===== src/hdl/dac_pkg.sv =====
package dac_pkg;
    // -----------------------------------------------------------------
    // Register map
    // -----------------------------------------------------------------
    localparam logic [3:0] ADDR_CTRL     = 4'h0; // Amplifier control
    localparam logic [3:0] ADDR_CONV     = 4'h1; // Conversion control
    localparam logic [3:0] ADDR_RES_LO   = 4'h2; // Result low byte
    localparam logic [3:0] ADDR_RES_HI   = 4'h3; // Result high byte
    localparam logic [3:0] ADDR_STATUS   = 4'h4; // Block state

    localparam logic [7:0] CTRL_RESET    = 8'h00;
    localparam logic [7:0] CTRL_WMASK    = 8'hFB; // Bit 2 reserved

    // Control field positions
    localparam int CTRL_EN_BIT           = 7;
    localparam int CTRL_SHUNT_BIT        = 6;
    localparam int CTRL_GAIN_HI          = 5;
    localparam int CTRL_GAIN_LO          = 4;
    localparam int CTRL_GND_BIT          = 3;
    localparam int CTRL_SYNC_HI          = 1;
    localparam int CTRL_SYNC_LO          = 0;

    // Conversion control fields
    localparam int CONV_START_BIT        = 0;
    localparam int CONV_AUTO_BIT         = 1;
    localparam int CONV_MUXAMP_BIT       = 2;

    // Sync selection codes
    localparam logic [1:0] SYNC_DIV8     = 2'h0;
    localparam logic [1:0] SYNC_PS_R     = 2'h1;
    localparam logic [1:0] SYNC_RSVD     = 2'h2;
    localparam logic [1:0] SYNC_PS_TWO   = 2'h3;

    // Timing in ADC clock cycles
    localparam logic [3:0] DIV8_LAST     = 4'h7;
    localparam logic [3:0] DIV8_HALF     = 4'h4;
    localparam logic [4:0] CONV_LEN_LOW  = 5'h0D; // 13 cycles
    localparam logic [4:0] CONV_LEN_HIGH = 5'h0E; // 14 cycles
    localparam logic [4:0] SAMPLE_END    = 5'h02; // Sample window length
    localparam logic [9:0] RESULT_RESET  = 10'h000;

    typedef enum logic [2:0] {
        DAC_IDLE = 3'b001,
        DAC_WAIT = 3'b010,
        DAC_CONV = 3'b100
    } dac_state_e;
endpackage : dac_pkg


===== src/hdl/dac_ctrl.sv =====
// The Avalon-MM slave port and the register offsets were left to the implementer.
`timescale 1ns/1ns
// Contract
// - Sample on falling sync edge, independent of ADC
// - Div8 sync: 13 cycles low, 14 high
// - Start bit starts amplified conversion
// - Refuse other channel while converting
// - Abort on output change, restart when stable (code aborts only in the sample window; later changes hold the count)
// - Auto trigger: start at next sync event
// - Ground select frees negative pin, grounds input
// - Enable clear waits for conversion end
// - Shunt shorts inputs, releases ground switch
// - Two gain bits select 5/10/20/40
// - Sync select: div8, sync R, sync two
// - Result high bits high, low bits low
// - Low byte read locks until high read
module dac_ctrl (
    // Clock, reset, clock enable
    input  wire logic       clk_sys,
    input  wire logic       rst,
    input  wire logic       ce,
    // Avalon-MM slave
    input  wire logic [3:0] avs_address,
    input  wire logic       avs_read,
    input  wire logic       avs_write,
    input  wire logic [7:0] avs_writedata,
    output logic      [7:0] avs_readdata,
    output logic            avs_waitrequest,
    // Power stage sync inputs (asynchronous)
    input  wire logic       power_stage_sync_r,
    input  wire logic       power_stage_sync_two,
    // Amplifier analog status and result, other channel request
    input  wire logic       amp_out_change,
    input  wire logic [9:0] adc_result,
    input  wire logic       other_conv_req,
    // Analog switch controls, sample strobes, conversion status and grant
    output logic            amp_on,
    output logic            amp_shunt_sw,
    output logic            amp_gnd_sw,
    output logic            amp_neg_pin_sw,
    output logic      [1:0] amp_gain,
    output logic            amp_sample,
    output logic            adc_sample,
    output logic            conv_busy,
    output logic            conv_done,
    output logic            other_conv_grant
);
    // ---------------------------------------------------------------
    // Register storage
    // ---------------------------------------------------------------
    logic [7:0]          amplifier_control_status;
    logic                conversion_start_bit;
    logic                auto_trig;
    logic                mux_amp;
    logic [9:0]          result;
    logic                res_lock;
    logic                en_pend_off;
    logic                ack;
    dac_pkg::dac_state_e state;
    logic [4:0]          cnt;
    logic [4:0]          conv_len;
    logic [3:0]          div_cnt;
    logic                ps_r_lvl;
    logic                ps_two_lvl;
    logic                sync_lvl;
    logic                sync_prev;
    logic                trig_seen;

    // ---------------------------------------------------------------
    // Decode
    // ---------------------------------------------------------------
    wire       acc       = (avs_read | avs_write) & ~ack;
    wire       wr_ctrl   = ack & avs_write & // Commit on answer edge
                           (avs_address == dac_pkg::ADDR_CTRL);
    wire       wr_conv   = ack & avs_write &
                           (avs_address == dac_pkg::ADDR_CONV);
    wire       rd_lo     = acc & avs_read &
                           (avs_address == dac_pkg::ADDR_RES_LO);
    wire       rd_hi     = acc & avs_read &
                           (avs_address == dac_pkg::ADDR_RES_HI);
    wire [1:0] sync_sel  = amplifier_control_status[dac_pkg::CTRL_SYNC_HI:
                                                     dac_pkg::CTRL_SYNC_LO];
    wire       ctrl_en   = amplifier_control_status[dac_pkg::CTRL_EN_BIT];
    wire       ctrl_sh   = amplifier_control_status[dac_pkg::CTRL_SHUNT_BIT];
    wire       ctrl_gnd  = amplifier_control_status[dac_pkg::CTRL_GND_BIT];
    wire       div8_lvl  = (div_cnt >= dac_pkg::DIV8_HALF);
    wire       in_conv   = (state == dac_pkg::DAC_CONV);
    wire       in_sample = in_conv & (cnt < dac_pkg::SAMPLE_END);

    // Source mux; reserved code gives a constant level
    wire next_sync_lvl = (sync_sel == dac_pkg::SYNC_DIV8)   ? div8_lvl :
                         (sync_sel == dac_pkg::SYNC_PS_R)   ? ps_r_lvl :
                         (sync_sel == dac_pkg::SYNC_PS_TWO) ? ps_two_lvl :
                                                              1'b0;
    // Amplifier captures on the falling edge of its sync
    wire sync_fall  = sync_prev & ~sync_lvl & ctrl_en &
                      (sync_sel != dac_pkg::SYNC_RSVD);
    wire start_req  = wr_conv & avs_writedata[dac_pkg::CONV_START_BIT];
    wire amp_ch_sel = wr_conv ? avs_writedata[dac_pkg::CONV_MUXAMP_BIT]
                              : mux_amp;
    // Manual start is immediate when amplified channel is selected
    wire go_manual  = (state == dac_pkg::DAC_IDLE) & conversion_start_bit &
                      mux_amp & ~auto_trig & ctrl_en;
    // Auto mode waits for the next sync event after a trigger
    wire go_auto    = (state == dac_pkg::DAC_WAIT) & sync_fall & trig_seen;
    // Length depends on divided clock phase at start
    wire [4:0] next_len = (sync_sel == dac_pkg::SYNC_DIV8 && div8_lvl) ?
                          dac_pkg::CONV_LEN_HIGH : dac_pkg::CONV_LEN_LOW;
    wire conv_end   = in_conv & (cnt == conv_len - 5'h01) & ~amp_out_change;
    // Abort when output moves during sample
    wire abort      = in_sample & amp_out_change;

    // Read mux
    wire [7:0] rd_mux =
        (avs_address == dac_pkg::ADDR_CTRL)   ? amplifier_control_status :
        (avs_address == dac_pkg::ADDR_CONV)   ?
            {5'h00, mux_amp, auto_trig, conversion_start_bit} :
        (avs_address == dac_pkg::ADDR_RES_LO) ? result[7:0] :
        (avs_address == dac_pkg::ADDR_RES_HI) ? {6'h00, result[9:8]} :
        (avs_address == dac_pkg::ADDR_STATUS) ?
            {5'h00, res_lock, en_pend_off, in_conv} : 8'h00;

    // ---------------------------------------------------------------
    // Sync inputs and dividers
    // ---------------------------------------------------------------
    dac_sync3 u_sync_r (
        .clk_sys (clk_sys),
        .rst     (rst),
        .ce      (ce),
        .din     (power_stage_sync_r),
        .dout    (ps_r_lvl)
    );

    dac_sync3 u_sync_two (
        .clk_sys (clk_sys),
        .rst     (rst),
        .ce      (ce),
        .din     (power_stage_sync_two),
        .dout    (ps_two_lvl)
    );

    // Divide-by-eight phase counter, free running
    always_ff @(posedge clk_sys) begin
        if (rst) begin
            div_cnt   <= 4'h0;
            sync_lvl  <= 1'b0;
            sync_prev <= 1'b0;
        end else if (ce) begin
            div_cnt   <= (div_cnt == dac_pkg::DIV8_LAST) ? 4'h0
                                                         : div_cnt + 4'h1;
            sync_lvl  <= next_sync_lvl;
            sync_prev <= sync_lvl;
        end
    end

    // ---------------------------------------------------------------
    // Bus slave: one wait cycle, then answer
    // ---------------------------------------------------------------
    always_ff @(posedge clk_sys) begin
        if (rst) begin
            ack          <= 1'b0;
            avs_readdata <= 8'h00;
        end else if (ce) begin
            ack <= acc;
            if (acc) begin
                avs_readdata <= rd_mux;
            end
        end
    end

    // Waitrequest drops in the cycle after the request is seen
    always_ff @(posedge clk_sys) begin
        if (rst) begin
            avs_waitrequest <= 1'b1;
        end else if (ce) begin
            avs_waitrequest <= ~acc;
        end
    end

    // ---------------------------------------------------------------
    // Control register
    // ---------------------------------------------------------------
    always_ff @(posedge clk_sys) begin
        if (rst) begin
            amplifier_control_status <= dac_pkg::CTRL_RESET;
            en_pend_off              <= 1'b0;
        end else if (ce) begin
            if (wr_ctrl) begin
                // A disable during conversion is deferred
                amplifier_control_status <=
                    (avs_writedata & dac_pkg::CTRL_WMASK) |
                    {in_conv & ~avs_writedata[dac_pkg::CTRL_EN_BIT],
                     7'h00};
                en_pend_off <= in_conv &
                               ~avs_writedata[dac_pkg::CTRL_EN_BIT];
            end else if (en_pend_off && !in_conv) begin
                amplifier_control_status[dac_pkg::CTRL_EN_BIT] <= 1'b0;
                en_pend_off <= 1'b0;
            end
        end
    end

    // ---------------------------------------------------------------
    // Conversion control register and trigger latch
    // ---------------------------------------------------------------
    always_ff @(posedge clk_sys) begin
        if (rst) begin
            conversion_start_bit <= 1'b0;
            auto_trig            <= 1'b0;
            mux_amp              <= 1'b0;
            trig_seen            <= 1'b0;
        end else if (ce) begin
            if (wr_conv) begin
                auto_trig <= avs_writedata[dac_pkg::CONV_AUTO_BIT];
                mux_amp   <= avs_writedata[dac_pkg::CONV_MUXAMP_BIT];
            end
            // Start bit self-clears at conversion end; a new set wins
            if (start_req) begin
                conversion_start_bit <= 1'b1;
            end else if (conv_end) begin
                conversion_start_bit <= 1'b0;
            end
            // Trigger event latched until it is consumed
            if (start_req && avs_writedata[dac_pkg::CONV_AUTO_BIT]) begin
                trig_seen <= 1'b1;
            end else if (go_auto) begin
                trig_seen <= 1'b0;
            end
        end
    end

    // ---------------------------------------------------------------
    // Conversion sequencer
    // ---------------------------------------------------------------
    always_ff @(posedge clk_sys) begin
        if (rst) begin
            state    <= dac_pkg::DAC_IDLE;
            cnt      <= 5'h00;
            conv_len <= dac_pkg::CONV_LEN_LOW;
        end else if (ce) begin
            unique case (state)
                dac_pkg::DAC_IDLE: begin
                    if (go_manual) begin
                        state    <= dac_pkg::DAC_CONV;
                        cnt      <= 5'h00;
                        conv_len <= next_len;
                    end else if (trig_seen && amp_ch_sel && ctrl_en) begin
                        state <= dac_pkg::DAC_WAIT;
                    end
                end
                dac_pkg::DAC_WAIT: begin
                    if (go_auto) begin
                        state    <= dac_pkg::DAC_CONV;
                        cnt      <= 5'h00;
                        conv_len <= dac_pkg::CONV_LEN_LOW;
                    end
                end
                dac_pkg::DAC_CONV: begin
                    if (abort) begin
                        cnt <= 5'h00; // Restart on stable output
                    end else if (conv_end) begin
                        state <= dac_pkg::DAC_IDLE;
                    end else if (!amp_out_change) begin
                        cnt <= cnt + 5'h01;
                    end
                end
            endcase
        end
    end

    // ---------------------------------------------------------------
    // Result registers with read lock
    // ---------------------------------------------------------------
    always_ff @(posedge clk_sys) begin
        if (rst) begin
            result   <= dac_pkg::RESULT_RESET;
            res_lock <= 1'b0;
        end else if (ce) begin
            // Low read locks, high read releases
            if (rd_lo) begin
                res_lock <= 1'b1;
            end else if (rd_hi) begin
                res_lock <= 1'b0;
            end
            if (conv_end && !res_lock && !rd_lo) begin
                result <= adc_result; // High/low byte split
            end
        end
    end

    // ---------------------------------------------------------------
    // Outputs
    // ---------------------------------------------------------------
    always_ff @(posedge clk_sys) begin
        if (rst) begin
            amp_on           <= 1'b0;
            amp_shunt_sw     <= 1'b0;
            amp_gnd_sw       <= 1'b0;
            amp_neg_pin_sw   <= 1'b1;
            amp_gain         <= 2'h0;
            amp_sample       <= 1'b0;
            adc_sample       <= 1'b0;
            conv_busy        <= 1'b0;
            conv_done        <= 1'b0;
            other_conv_grant <= 1'b0;
        end else if (ce) begin
            amp_on         <= ctrl_en;
            amp_shunt_sw   <= ctrl_sh;
            amp_gnd_sw     <= ctrl_gnd & ~ctrl_sh;
            amp_neg_pin_sw <= ~ctrl_gnd;
            amp_gain       <= amplifier_control_status[dac_pkg::CTRL_GAIN_HI:
                              dac_pkg::CTRL_GAIN_LO];
            amp_sample     <= sync_fall;
            adc_sample     <= in_sample;
            conv_busy      <= ~(state == dac_pkg::DAC_IDLE);
            conv_done      <= conv_end;
            // Other channels refused while amplified path busy
            other_conv_grant <= other_conv_req &
                                (state == dac_pkg::DAC_IDLE) & ~go_manual;
        end
    end

    // ---------------------------------------------------------------
    // Assertions
    // ---------------------------------------------------------------
    a_refuse_busy: assert property (@(posedge clk_sys) disable iff (rst)
        ce && in_conv |=> !other_conv_grant)
        else $error("other channel granted during conversion");

    a_gnd_shunt: assert property (@(posedge clk_sys) disable iff (rst)
        ce && ctrl_sh |=> !amp_gnd_sw)
        else $error("ground switch closed during shunt");

    a_neg_pin: assert property (@(posedge clk_sys) disable iff (rst)
        ce && ctrl_gnd |=> !amp_neg_pin_sw)
        else $error("negative pin still connected");

    a_rsvd_quiet: assert property (@(posedge clk_sys) disable iff (rst)
        sync_sel == dac_pkg::SYNC_RSVD && $past(sync_sel) ==
        dac_pkg::SYNC_RSVD |-> !sync_fall)
        else $error("sync event on reserved code");

    a_lock_hold: assert property (@(posedge clk_sys) disable iff (rst)
        ce && res_lock && !rd_hi |=> $stable(result))
        else $error("result changed while locked");

    a_en_defer: assert property (@(posedge clk_sys) disable iff (rst)
        in_conv && en_pend_off && !wr_ctrl |-> ctrl_en)
        else $error("enable dropped mid conversion");

    a_len_range: assert property (@(posedge clk_sys) disable iff (rst)
        in_conv |-> conv_len == dac_pkg::CONV_LEN_LOW ||
                    conv_len == dac_pkg::CONV_LEN_HIGH)
        else $error("bad conversion length");

    a_abort_restart: assert property (@(posedge clk_sys) disable iff (rst)
        ce && abort |=> cnt == 5'h00 && in_conv)
        else $error("abort did not restart");

    a_manual_go: assert property (@(posedge clk_sys) disable iff (rst)
        ce && go_manual |=> in_conv)
        else $error("manual start not taken");

    c_manual: cover property (@(posedge clk_sys) go_manual ##[1:20] conv_end);
    c_auto:   cover property (@(posedge clk_sys) go_auto);
    c_abort:  cover property (@(posedge clk_sys) abort);
endmodule : dac_ctrl


===== src/hdl/dac_sync3.sv =====
`timescale 1ns/1ns
// Three-stage input synchroniser with agreement filter
module dac_sync3 (
    // Clock and control
    input  wire logic clk_sys,
    input  wire logic rst,
    input  wire logic ce,
    // Asynchronous input and filtered level
    input  wire logic din,
    output logic      dout
);
    logic s1;
    logic s2;
    logic s3;

    // Stage one is read only by stage two
    always_ff @(posedge clk_sys) begin
        if (rst) begin
            s1   <= 1'b0;
            s2   <= 1'b0;
            s3   <= 1'b0;
            dout <= 1'b0;
        end else if (ce) begin
            s1 <= din;
            s2 <= s1;
            s3 <= s2;
            if (s2 == s3) begin
                dout <= s3;
            end
        end
    end
endmodule : dac_sync3

===== config.mk =====
export PLATFORM = sky130hd
export DESIGN_NAME = dac_ctrl
export DESIGN_NICKNAME = d
export VERILOG_FILES = /design/src/hdl/dac_pkg.sv /design/src/hdl/dac_ctrl.sv /design/src/hdl/dac_sync3.sv
export SDC_FILE = /design/constraint.sdc
export NUM_CORES = 1
export LEC_CHECK = 0
export BUFFER_PORTS_ARGS = -buffer_cell sky130_fd_sc_hd__buf_2
export CAP_MARGIN = 20
export CORE_MARGIN = 5
export CORE_UTILIZATION = 50
export CTS_BUF_LIST = sky130_fd_sc_hd__clkbuf_8
export CTS_CLUSTER_DIAMETER = 200
export CTS_CLUSTER_SIZE = 8
export DETAILED_ROUTE_END_ITERATION = 8
export MAX_ROUTING_LAYER = met4
export PLACE_DENSITY_LB_ADDON = 0.08
export SYNTH_ARGS = -nofsm -noshare
export SYNTH_HDL_FRONTEND = slang
export SYNTH_SLANG_ARGS = --single-unit
export TNS_END_PERCENT = 100

===== constraint.sdc =====
create_clock -name clk_sys -period 2.8 [get_ports clk_sys]
set_clock_uncertainty 0.1 [all_clocks]
set_input_delay 0.28 -clock clk_sys [delete_from_list [all_inputs] [get_ports clk_sys]]
set_output_delay 0.28 -clock clk_sys [all_outputs]
set_load 0.05 [all_outputs]

* Word-level counts from Yosys, hierarchy flattened
Cells that the tools add are included.
W data, S select, Z words.
** Cells by class
- Reduce and logical (&&, ||, !) cells :: 30
- Add/subtract/negate cells :: 3
- Shifts and indexed selects :: 0
- Divide/modulo/power cells :: 0
- Multipliers :: 0
- Mux-type cells :: 35
- Magnitude comparators :: 2
- Bitwise gates (word level) :: 37
- Equal/unequal tests :: 21
** Operator list (count)
- $mux W5 :: 7
- $and A1 B1 Y1 :: 25
- $mux W8 :: 3
- $mux W3 :: 7
- $reduce_and A2 Y1 :: 10
- $pmux W5 S3 :: 1
- $mux W1 :: 13
- $not A1 Y1 :: 10
- $pmux W5 S2 :: 1
- $reduce_and A5 Y1 :: 2
- $reduce_bool A2 Y1 :: 5
- $pmux W3 S3 :: 1
- $eq A4 B2 Y1 const B :: 2
- $eq A4 B3 Y1 const B :: 2
- $ne A2 B2 Y1 const B :: 4
- $or A8 B8 Y8 :: 1
- $logic_and A1 B1 Y1 :: 7
- $ne A3 B2 Y1 const B :: 2
- $add A5 B1 Y5 const B :: 1
- $eq A5 B5 Y1 :: 1
- $lt A5 B2 Y1 const B :: 1
- $sub A5 B1 Y5 const B :: 1
- $add A4 B1 Y4 const B :: 1
- $eq A4 B1 Y1 const B :: 1
- 16 further kinds :: 19
** Storage, ports and cells
- Output and inout bits :: 20
- Input bits :: 31
- Register bits :: 72
- Memory bits (read-only) :: 0
- Memory bits (writable) :: 0
- Bits in latches :: 0
- Memories :: 0

* Longest topological paths before layout
Gate-level depths: netlist of the first run.
- Depth in word-level cells :: 8
- Mapped depth :: 8
- Mapped depth without buffers :: 7

* Hierarchy
From an unflattened synthesis of the first run, not the netlist that was laid out.
** Unflattened totals
- Cells, all modules :: 344
- Area, all modules :: 3083.0 µm²
** Modules (own cells, without submodules)
- dac_ctrl :: area each 2740.1 µm², seq. area each 1201.2 µm², instances 1, cells an instance 312
- dac_sync3 :: area each 171.4 µm², seq. area each 80.1 µm², instances 2, cells an instance 16

* Worst setup path after synthesis of the first run
OpenSTA, ideal clock, no wires.
- Path kind :: reg-to-reg
- From :: reg conv_len[0]
- To :: reg cnt[3]
- Arrival time :: 2.023 ns
- Data required time :: 2.630 ns
- Buffers on the path :: 1
- Period minus slack after synthesis :: 2.193 ns
- Path slack :: 0.607 ns
- Cell stages (with the launch flop) :: 9
- Path through :: dfxtp_1 -> inv_1 -> ha_1 -> xnor2_1 -> nor2_1 -> a311o_1 -> buf_6 -> or4_1 -> a21oi_1
** On the way
- Cells in the longest elaborated chain, start to end :: 6
** Ends and longest elaborated chain
- start: declaration :: RTL line dac_ctrl.sv:61 : logic [4:0] conv_len;
- start signal: assignment :: RTL line dac_ctrl.sv:239 : conv_len <= dac_pkg::CONV_LEN_LOW;
- start signal: assignment :: RTL line dac_ctrl.sv:246 : conv_len <= next_len;
- start signal: assignment :: RTL line dac_ctrl.sv:255 : conv_len <= dac_pkg::CONV_LEN_LOW;
- $sub A5 B1 Y5 :: RTL line dac_ctrl.sv:109 : wire conv_end = in_conv & (cnt == conv_len - 5'h01) & ~amp_out_change;
- $eq A5 B5 Y1 :: RTL line dac_ctrl.sv:109
- $and A1 B1 Y1 (2 in series) :: RTL line dac_ctrl.sv:109
- $ne A3 B2 Y1 (no source line)
- $reduce_and A5 Y1 (no source line)
- end signal: assignment :: RTL line dac_ctrl.sv:264 : cnt <= cnt + 5'h01;
- end: declaration :: RTL line dac_ctrl.sv:60 : logic [4:0] cnt;
No other way between the ends.
A chain may end at the register's enable or synchronous reset.

* Worst setup path in the final report of the first run
- From :: reg conv_len[0]
- To :: reg cnt[4]
The elaborated chain is that of the path after synthesis.

==> flow_summary.yaml, run 1 <==
power:
  ir_worst_vdd_v: 0.0003463
  power_density_mw_per_mm2: 592.5
  finalPower_mw: 2.101
  leakage_nw: 1.442
grt:
  grt_usage_pct: 19.87
  first_global_vias: 2422
  gr-total-overflow: 0
  grt_antenna_before_repair: 0
  grt_pass1_wl_um: 11590
  grt_max_degree: 50
routing:
  drt-vias-per-instance: 5.509
  ant_nets: 0
  wl_um: 6853
  drt_iter0_markers: 133
  num_vias: 2617
  drc_errors: 0
  detail_route.wl_per_cell_um: 14.43
  firstDrtPassIters: 5
sta:
  hold_viol_final: 0
  setup_viol: 0
  finalSetupTns_ns: 0
  rsz0062_at_grt: "no"
  post-route-period-util_pct: 83.15
  period_needed_ns: 2.328
  tightest_slew_ns: 0.8495
  slew_headroom_pct: 43.37
  slew_viol_final: 0
  fin_ws_ns: 0.4717
  timing.fmax_mhz: 429.5
run:
  maxCapViolations: 0
clock_tree:
  post_cts_buffers: 0
  clockRootBuffer: "clkbuf_8"
  postCtsHoldBufs: 0
  cts_buffers: 9
  cts_max_path_buffers: 2
  htree_levels: 3
  clk_pin_slew_worst_paths_ns: 0.08
  cts_tree: "built"
  cts.sinks: 68
  ctsResizeCount: 0
  insertion_delay_ns: 0.34
synthesis:
  dominantRegCellSynth: "dfxtp_1"
  yosys.area.top_type: "dfxtp_1"
  synthCells: 348
  netlist_area_mm2: 0.003025
  synth_most_common_cell: "dfxtp_1"
  ys_types: 50
  synthTopCellsByArea: "dfxtp_1, mux2i_1, nor2_1, a21oi_1, nand2_1"
  ys_ff_latch: 68
  synthTopCellsByCount: "dfxtp_1, nor2_1, a21oi_1, nand2_1, mux2i_1"
  syn_nets: 382
  syn_avg_cell_area_um2: 8.694
  synth_top_area_share_pct: 45.00
  ys_seq_area_share_pct: 45.00
  postSynth.asyncResetShare_pct: 0
  synth_enable_flop_cells: 0
  yosys_warnings: 0
floorplanning:
  initial_core_util_pct: 51.40
  boundaryPins: 51
  coreArea_mm2: 0.005886
  placementRows: 28
  die_area_mm2: 0.007706
  die_x_um: 87.79
  die_h_um: 87.79
critical_path:
  crit_buf_inv: 1
  critPathKind: "reg -> reg"
  worstSetupStartpointType: "register"
  critPathRequiredTime_ns: 2.97
  critPathTopFamily: "simple AND/OR/NAND/NOR gates"
  cpPeakStageDelay_ns: 0.54
  crit_chain: "inv_1 -> ha_1 -> xnor2_1 -> nor2_1 -> a311o_1 -> or4_1 -> a21oi_1"
  arrival_ns: 2.50
  endpoint_kind: "register"
  cp_max_fo: 11
  cp_slowest_cell: "or4_1"
status:
  status: "complete, no violations"
finish:
  area_delta_synth_final_pct: 17.20
  drive_gt1_share_pct: 20.25
  seqCellArea_mm2: 0.001361
  final_nets: 429
  multiInputGateArea_mm2: 0.001539
  fillers: 533
  diodes: 0
placed_design:
  place.gp.congestion: 0.7933
  portBuffers: 50
  dp.final_hpwl_um: 4875
  pre_cts_slack_ns: 0.5116
min_path:
  min_path_type: "in -> reg"
[final cells by class]
class | count | share of cell area (%)
Clock buffer | 9 | 3.493
Clock inverter | 7 | 2.788
Inverter | 7 | 0.7410
Multi-Input combinational cell | 252 | 43.40
Sequential cell | 68 | 38.39
Tap cell | 75 | 2.646
Timing Repair Buffer | 57 | 8.539
[worst register-to-register path, stage by stage, from the launching register on]
cell	delay, ns
dfxtp_1	0.34
inv_1	0.06
ha_1	0.30
xnor2_1	0.22
nor2_1	0.11
a311o_1	0.44
or4_1	0.54
a21oi_1	0.14
[worst paths after layout]
kind                            cells after the start                      endpoint                          from  slack [ns]
worst max-delay path                                7           cnt[4]$_SDFFE_PP0P_      conv_len[0]$_SDFFE_PP1P_        0.47
worst min-delay path                                3        result[4]$_SDFFE_PP0P_                 adc_result[4]        0.07
worst max register to register                      7           cnt[4]$_SDFFE_PP0P_      conv_len[0]$_SDFFE_PP1P_        0.47
worst min register to register                      2  avs_readdata[2]$_SDFFE_PP0P_  avs_readdata[2]$_SDFFE_PP0P_        0.36
[layout by cell type (no fill, tap or decap), types with 2 or more instances in the layout]
cell type / n
bufinv_16: 2
nor2_1: 48
o21a_1: 2
a221oi_1: 5
a211oi_1: 5
and2_1: 2
dfxtp_1: 68
o21bai_1: 2
a21oi_1: 34
inv_1: 7
inv_6: 2
nand4_1: 3
or3_1: 4
nor4_2: 2
nand2_1: 31
o21ai_0: 11
nor3_1: 9
nand3b_1: 3
a22o_1: 2
clkbuf_8: 9
and4_1: 2
buf_4: 7
a31oi_1: 5
nand2b_1: 5
mux2i_1: 25
nand3_1: 10
o31ai_1: 3
ha_1: 3
and4b_1: 2
buf_2: 50
nor3b_1: 3
xnor2_1: 3
or4_1: 4
or2_2: 2
nor2b_1: 7
[kinds of logic after synthesis]
kind of cell / count (synthesis) / synth area share, %
simple gates: 143 / 23.95
compound gates: 75 / 15.14
flops: 68 / 45.00
buf+inv: 28 / 4.136
mux: 27 / 9.388
xor+xnor: 4 / 1.158
fa+ha+maj: 3 / 1.241
[power by group]
part	internal, mW	switching [mW]
Sequential	0.989	0.0183
Clock	0.508	0.392
Combinational	0.0667	0.127
[per-stage QoR]
step,std cells,hold slack [ns],utilization [%],area (um^2)
after global placement,459,0.3419,56.46,3323
after floorplan,348,0.3160,-,3025
after CTS,475,0.05595,60.25,3546
after detailed placement,459,0.3516,56.46,3323
after global routing,475,0.05023,60.25,3546
final,475,0.07279,60.25,3546
[state kept, by name (all words and copies together) (netlist names), 2 cells and up]
name and count:
amp_gain 2, amplifier_control_status 7, avs_readdata 8, cnt 5, conv_len 2, div_cnt 4, result 10, state 3
[per-layer routing]
metal	part of all wire [%]	up-vias	GRT usage [%]
met2	47	64	29.04
li1	-	1330	-
met3	4.9	7	4.986
met1	47	1216	26.93
met5	0	-	-
met4	0.89	0	6.276
Power figures use the tool's default switching activity.
==> inputs of run 2 (changes only) <==
==> constraint.sdc (replaced) <==
create_clock -name clk_sys -period 2.25 [get_ports clk_sys]
set_clock_uncertainty 0.1 [all_clocks]
set_input_delay 0.225 -clock clk_sys [delete_from_list [all_inputs] [get_ports clk_sys]]
set_output_delay 0.225 -clock clk_sys [all_outputs]
set_load 0.05 [all_outputs]
==> flow_summary.yaml, run 2 (synthesis gave the netlist of run 1 again) <==
sta:
  fin_ws_ns: 0.08717
  timing.fmax_mhz: 462.4
  hold_viol_final: 0
  slew_headroom_pct: 58.01
  setup_viol: 0
  rsz0062_at_grt: "no"
  post-route-period-util_pct: 96.13
  tightest_slew_ns: 0.6261
  fin_hold_ws_ns: 0.01668
  finalSetupTns_ns: 0
  period_needed_ns: 2.163
  slew_viol_final: 0
critical_path:
  critPathKind: "reg -> reg"
  cp_max_fo: 5
  crit_buf_inv: 1
  crit_chain: "inv_1 -> ha_4 -> xnor2_2 -> nor2b_1 -> a311o_1 -> or4_1 -> a21oi_1"
  cpPeakStageDelay_ns: 0.51
  worstSetupStartpointType: "register"
  endpoint_kind: "register"
  arrival_ns: 2.34
  critPathTopFamily: "simple AND/OR/NAND/NOR gates"
  cp_slowest_cell: "or4_1"
  critPathRequiredTime_ns: 2.42
finish:
  reg_top3: "result x10, avs_readdata x8, amplifier_control_status x7"
  largest_reg_flops: 10
  drive_gt1_share_pct: 23.36
  area_delta_synth_final_pct: 22.08
  mostFrequentLayoutCells: "dfxtp_1, buf_2, nor2_1, a21oi_1, nand2_1"
  diodes: 0
  fin_cells: 486
  final_area_mm2: 0.003694
  regMostFlops: "result"
  mostFrequentLayoutCell: "dfxtp_1"
  final_nets: 440
  final_util_pct: 62.76
placed_design:
  pre_cts_slack_ns: -0.01028
  place.gp.congestion: 0.8325
  dp.final_hpwl_um: 4998
  dpl-instance-area_mm2: 0.003391
  portBuffers: 50
  placed_cells: 468
floorplanning:
  die_area_mm2: 0.007706
  initial_core_util_pct: 51.40
  coreArea_mm2: 0.005886
  die_x_um: 87.79
  die_h_um: 87.79
  boundaryPins: 51
  placementRows: 28
routing:
  drt-vias-per-instance: 5.488
  wl_um: 7095
  detail_route.wl_per_cell_um: 14.60
  drt_iter0_markers: 139
  drc_errors: 0
  firstDrtPassIters: 4
  num_vias: 2667
  ant_nets: 0
clock_tree:
  postCtsHoldBufs: 0
  insertion_delay_ns: 0.34
  htree_levels: 3
  cts.sinks: 68
  clockRootBuffer: "clkbuf_8"
  clk_pin_slew_worst_paths_ns: 0.07
  cts_buffers: 9
  cts_max_path_buffers: 2
  cts_tree: "built"
grt:
  grt_max_degree: 28
  first_global_vias: 2544
  grt_usage_pct: 20.52
  grt_pass1_wl_um: 11810
  grt_antenna_before_repair: 0
  gr-total-overflow: 0
power:
  leakage_nw: 1.511
  p_int_mw: 2.035
  power_density_mw_per_mm2: 722.0
  seqPwrFrac_pct: 47.0
  finalPower_mw: 2.667
  p_sw_share_pct: 23.70
  power.share.clock_pct: 43.4
  netSwitchingPower_mw: 0.6321
  power_frac_comb_pct: 9.5
  ir_worst_vdd_v: 0.0004496
status:
  status: "complete, no violations"
min_path:
  min_path_type: "in -> reg"
run:
  maxCapViolations: 0
==> run 2: cell count changes in the layout (fill, tap and decap cells not counted), sizes merged <==
cell	before	now
buf	57	67
clkbuf	9	12
clkinv	2	0
a311o	1	2
inv	9	8
==> run 2: metal layers <==
metal | vias to the layer above | routed length, um | track usage, %
li1 | 1354 | - | -
met1 | 1233 | 3235 | 26.28
met2 | 73 | 3398 | 31.37
met3 | 7 | 391 | 4.610
met4 | 0 | 70 | 8.229
met5 | - | 0 | -
==> run 2: power groups by stage <==
stage	Sequential, mW	Clock, mW	Combinational (mW)
after global routing	1.26	1.24	0.280
final	1.25	1.16	0.254
after detailed placement	1.28	0	0.248
after floorplan	1.32	0	0.131
after CTS	1.25	1.18	0.253
after global placement	1.28	0	0.246
==> run 2: final cells by class <==
type                       instances  area, um^2
sequential                        68        1363
multi-input combinational        253        1597
timing repair buffer              67       377.9
clock inverter                     4       71.32
clock buffer                      12       165.2
fill                             533        2192
inverter                           7       26.28
tap                               75       93.84
==> run 2: path summary, 6_finish.rpt <==
kind                            start                         end  slack (ns)  depth (start not counted)
max          conv_len[0]$_SDFFE_PP1P_         cnt[4]$_SDFFE_PP0P_        0.09                          7
min                     adc_result[9]      result[9]$_SDFFE_PP0P_        0.02                          3
max reg2reg  conv_len[0]$_SDFFE_PP1P_         cnt[4]$_SDFFE_PP0P_        0.09                          7
min reg2reg  u_sync_r.s3$_SDFFE_PP0P_  u_sync_r.dout$_SDFFE_PP0P_        0.35                          2
==> run 2: repair_timing <==
item                       4_1_cts  5_1_grt
pin swaps                        1        2
gates cloned                     1        0
setup buffers                    0        1
setup endpoints to repair        2        6
gates resized for setup          1        6
==> run 2: worst register-to-register path: stages (launching register included) <==
cell and delay (ns):
dfxtp_2 0.34, inv_1 0.07, ha_4 0.17, xnor2_2 0.21, nor2b_1 0.12, a311o_1 0.43
or4_1 0.51, a21oi_1 0.14
==> inputs of run 3 (changes only) <==
--- a/config.mk
+++ b/config.mk
@@ -7,8 +7,10 @@
 export LEC_CHECK = 0
 export BUFFER_PORTS_ARGS = -buffer_cell sky130_fd_sc_hd__buf_2
 export CAP_MARGIN = 20
+export CELL_PAD_IN_SITES_DETAIL_PLACEMENT = 1
+export CELL_PAD_IN_SITES_GLOBAL_PLACEMENT = 1
 export CORE_MARGIN = 5
-export CORE_UTILIZATION = 50
+export CORE_UTILIZATION = 43
 export CTS_BUF_LIST = sky130_fd_sc_hd__clkbuf_8
 export CTS_CLUSTER_DIAMETER = 200
 export CTS_CLUSTER_SIZE = 8
==> flow_summary.yaml, run 3 (synthesis gave the netlist of run 1 again) <==
status:
  status: "complete, no violations"
grt:
  grt_usage_pct: 20.20
  grt_max_degree: 48
  grt_antenna_before_repair: 0
  first_global_vias: 2847
  grt_pass1_wl_um: 13660
  gr-total-overflow: 0
finish:
  mostFrequentLayoutCell: "dfxtp_1"
  fin_cells: 510
  drive_gt1_share_pct: 23.24
  area_delta_synth_final_pct: 22.13
  final_area_mm2: 0.003695
  regMostFlops: "result"
  reg_top3: "result x10, avs_readdata x8, amplifier_control_status x7"
  largest_reg_flops: 10
  final_nets: 442
  mostFrequentLayoutCells: "dfxtp_1, buf_2, nor2_1, a21oi_1, nand2_1"
run:
  maxCapViolations: 0
floorplanning:
  die_area_mm2: 0.008813
  coreArea_mm2: 0.006832
  die_h_um: 93.88
  placementRows: 30
  boundaryPins: 51
  initial_core_util_pct: 44.29
  die_x_um: 93.88
clock_tree:
  cts_max_path_buffers: 2
  cts.sinks: 68
  clockRootBuffer: "clkbuf_8"
  clk_pin_slew_worst_paths_ns: 0.07
  cts_tree: "built"
  cts_buffers: 9
  insertion_delay_ns: 0.34
  htree_levels: 3
placed_design:
  portBuffers: 50
  place.gp.congestion: 0.8311
  pre_cts_slack_ns: -0.05036
  placed_cells: 487
  dpl-instance-area_mm2: 0.003415
  dp.final_hpwl_um: 5708
critical_path:
  crit_chain: "inv_2 -> ha_4 -> xnor2_4 -> nor2_1 -> a311o_2 -> or4_1 -> a21oi_1"
  critPathTopFamily: "simple AND/OR/NAND/NOR gates"
  crit_buf_inv: 1
  cpPeakStageDelay_ns: 0.52
  endpoint_kind: "register"
  cp_slowest_cell: "or4_1"
  arrival_ns: 2.34
  worstSetupStartpointType: "register"
  critPathRequiredTime_ns: 2.43
  cp_max_fo: 7
  critPathKind: "reg -> reg"
routing:
  firstDrtPassIters: 4
  num_vias: 2708
  detail_route.wl_per_cell_um: 15.69
  wl_um: 8001
  drc_errors: 0
  drt_iter0_markers: 89
  drt-vias-per-instance: 5.310
  ant_nets: 0
sta:
  slew_viol_final: 0
  rsz0062_at_grt: "yes"
  hold_viol_final: 0
  slew_headroom_pct: 58.78
  post-route-period-util_pct: 96.08
  setup_viol: 0
  tightest_slew_ns: 0.6146
  timing.fmax_mhz: 462.6
  fin_ws_ns: 0.08824
  fin_hold_ws_ns: 0.01034
  period_needed_ns: 2.162
power:
  power_density_mw_per_mm2: 651.9
  leakage_nw: 1.496
  ir_worst_vdd_v: 0.0003783
min_path:
  min_path_type: "in -> reg"
[run 3: tightest hold or removal path, stage by stage]
cell,delay (ns)
buf_2,0.07
mux2i_1,0.05
nor2_1,0.07
[run 3: cell type report]
type                       instances  area [um^2]
fill                             859         3137
multi-input combinational        252         1587
timing repair buffer              70        425.4
clock inverter                     6        32.53
clock buffer                      10        137.6
sequential                        68         1364
inverter                           7        26.28
antenna                            1        2.502
tap                               96        120.1
[run 3: per-layer routing]
metal	wire length (um)	track usage (%)	vias up
met1	3826	25.47	1298
met5	0	-	-
li1	-	-	1357
met2	3808	31.46	42
met4	123	7.461	0
met3	242	4.888	11
[run 3: metrics by stage]
stage	util, %	total power, mW	setup TNS [ns]
2_1_floorplan	-	1.448	0
3_3_place_gp	49.98	1.537	0
3_5_place_dp	49.98	1.542	-0.1185
4_1_cts	53.63	2.437	0
5_1_grt	54.05	2.518	-0.06914
6_report	54.08	2.409	0
[run 3: timing repair]
action | 4_1_cts | 5_1_grt
hold buffers | 5 | 0
setup buffers | 0 | 1
endpoints found under the setup margin | 3 | 11
hold endpoints to repair | 5 | 0
pin swaps | 4 | 1
resized for setup | 5 | 5
[run 3: power breakdown]
| part | internal [mW] | leakage, nW | total (mW) | switching (mW) |
|---|---|---|---|---|
| Sequential | 1.23 | 0.551 | 1.25 | 0.0232 |
| Clock | 0.418 | 0.0907 | 0.883 | 0.465 |
| Combinational | 0.103 | 0.855 | 0.271 | 0.168 |
[run 3: path summary, 6_finish.rpt]
check | start | end | slack (ns) | cells after the start
max | conv_len[0]$_SDFFE_PP1P_ | cnt[4]$_SDFFE_PP0P_ | 0.09 | 7
min reg2reg | avs_readdata[2]$_SDFFE_PP0P_ | avs_readdata[2]$_SDFFE_PP0P_ | 0.35 | 2
min | adc_result[0] | result[0]$_SDFFE_PP0P_ | 0.01 | 3
max reg2reg | conv_len[0]$_SDFFE_PP1P_ | cnt[4]$_SDFFE_PP0P_ | 0.09 | 7
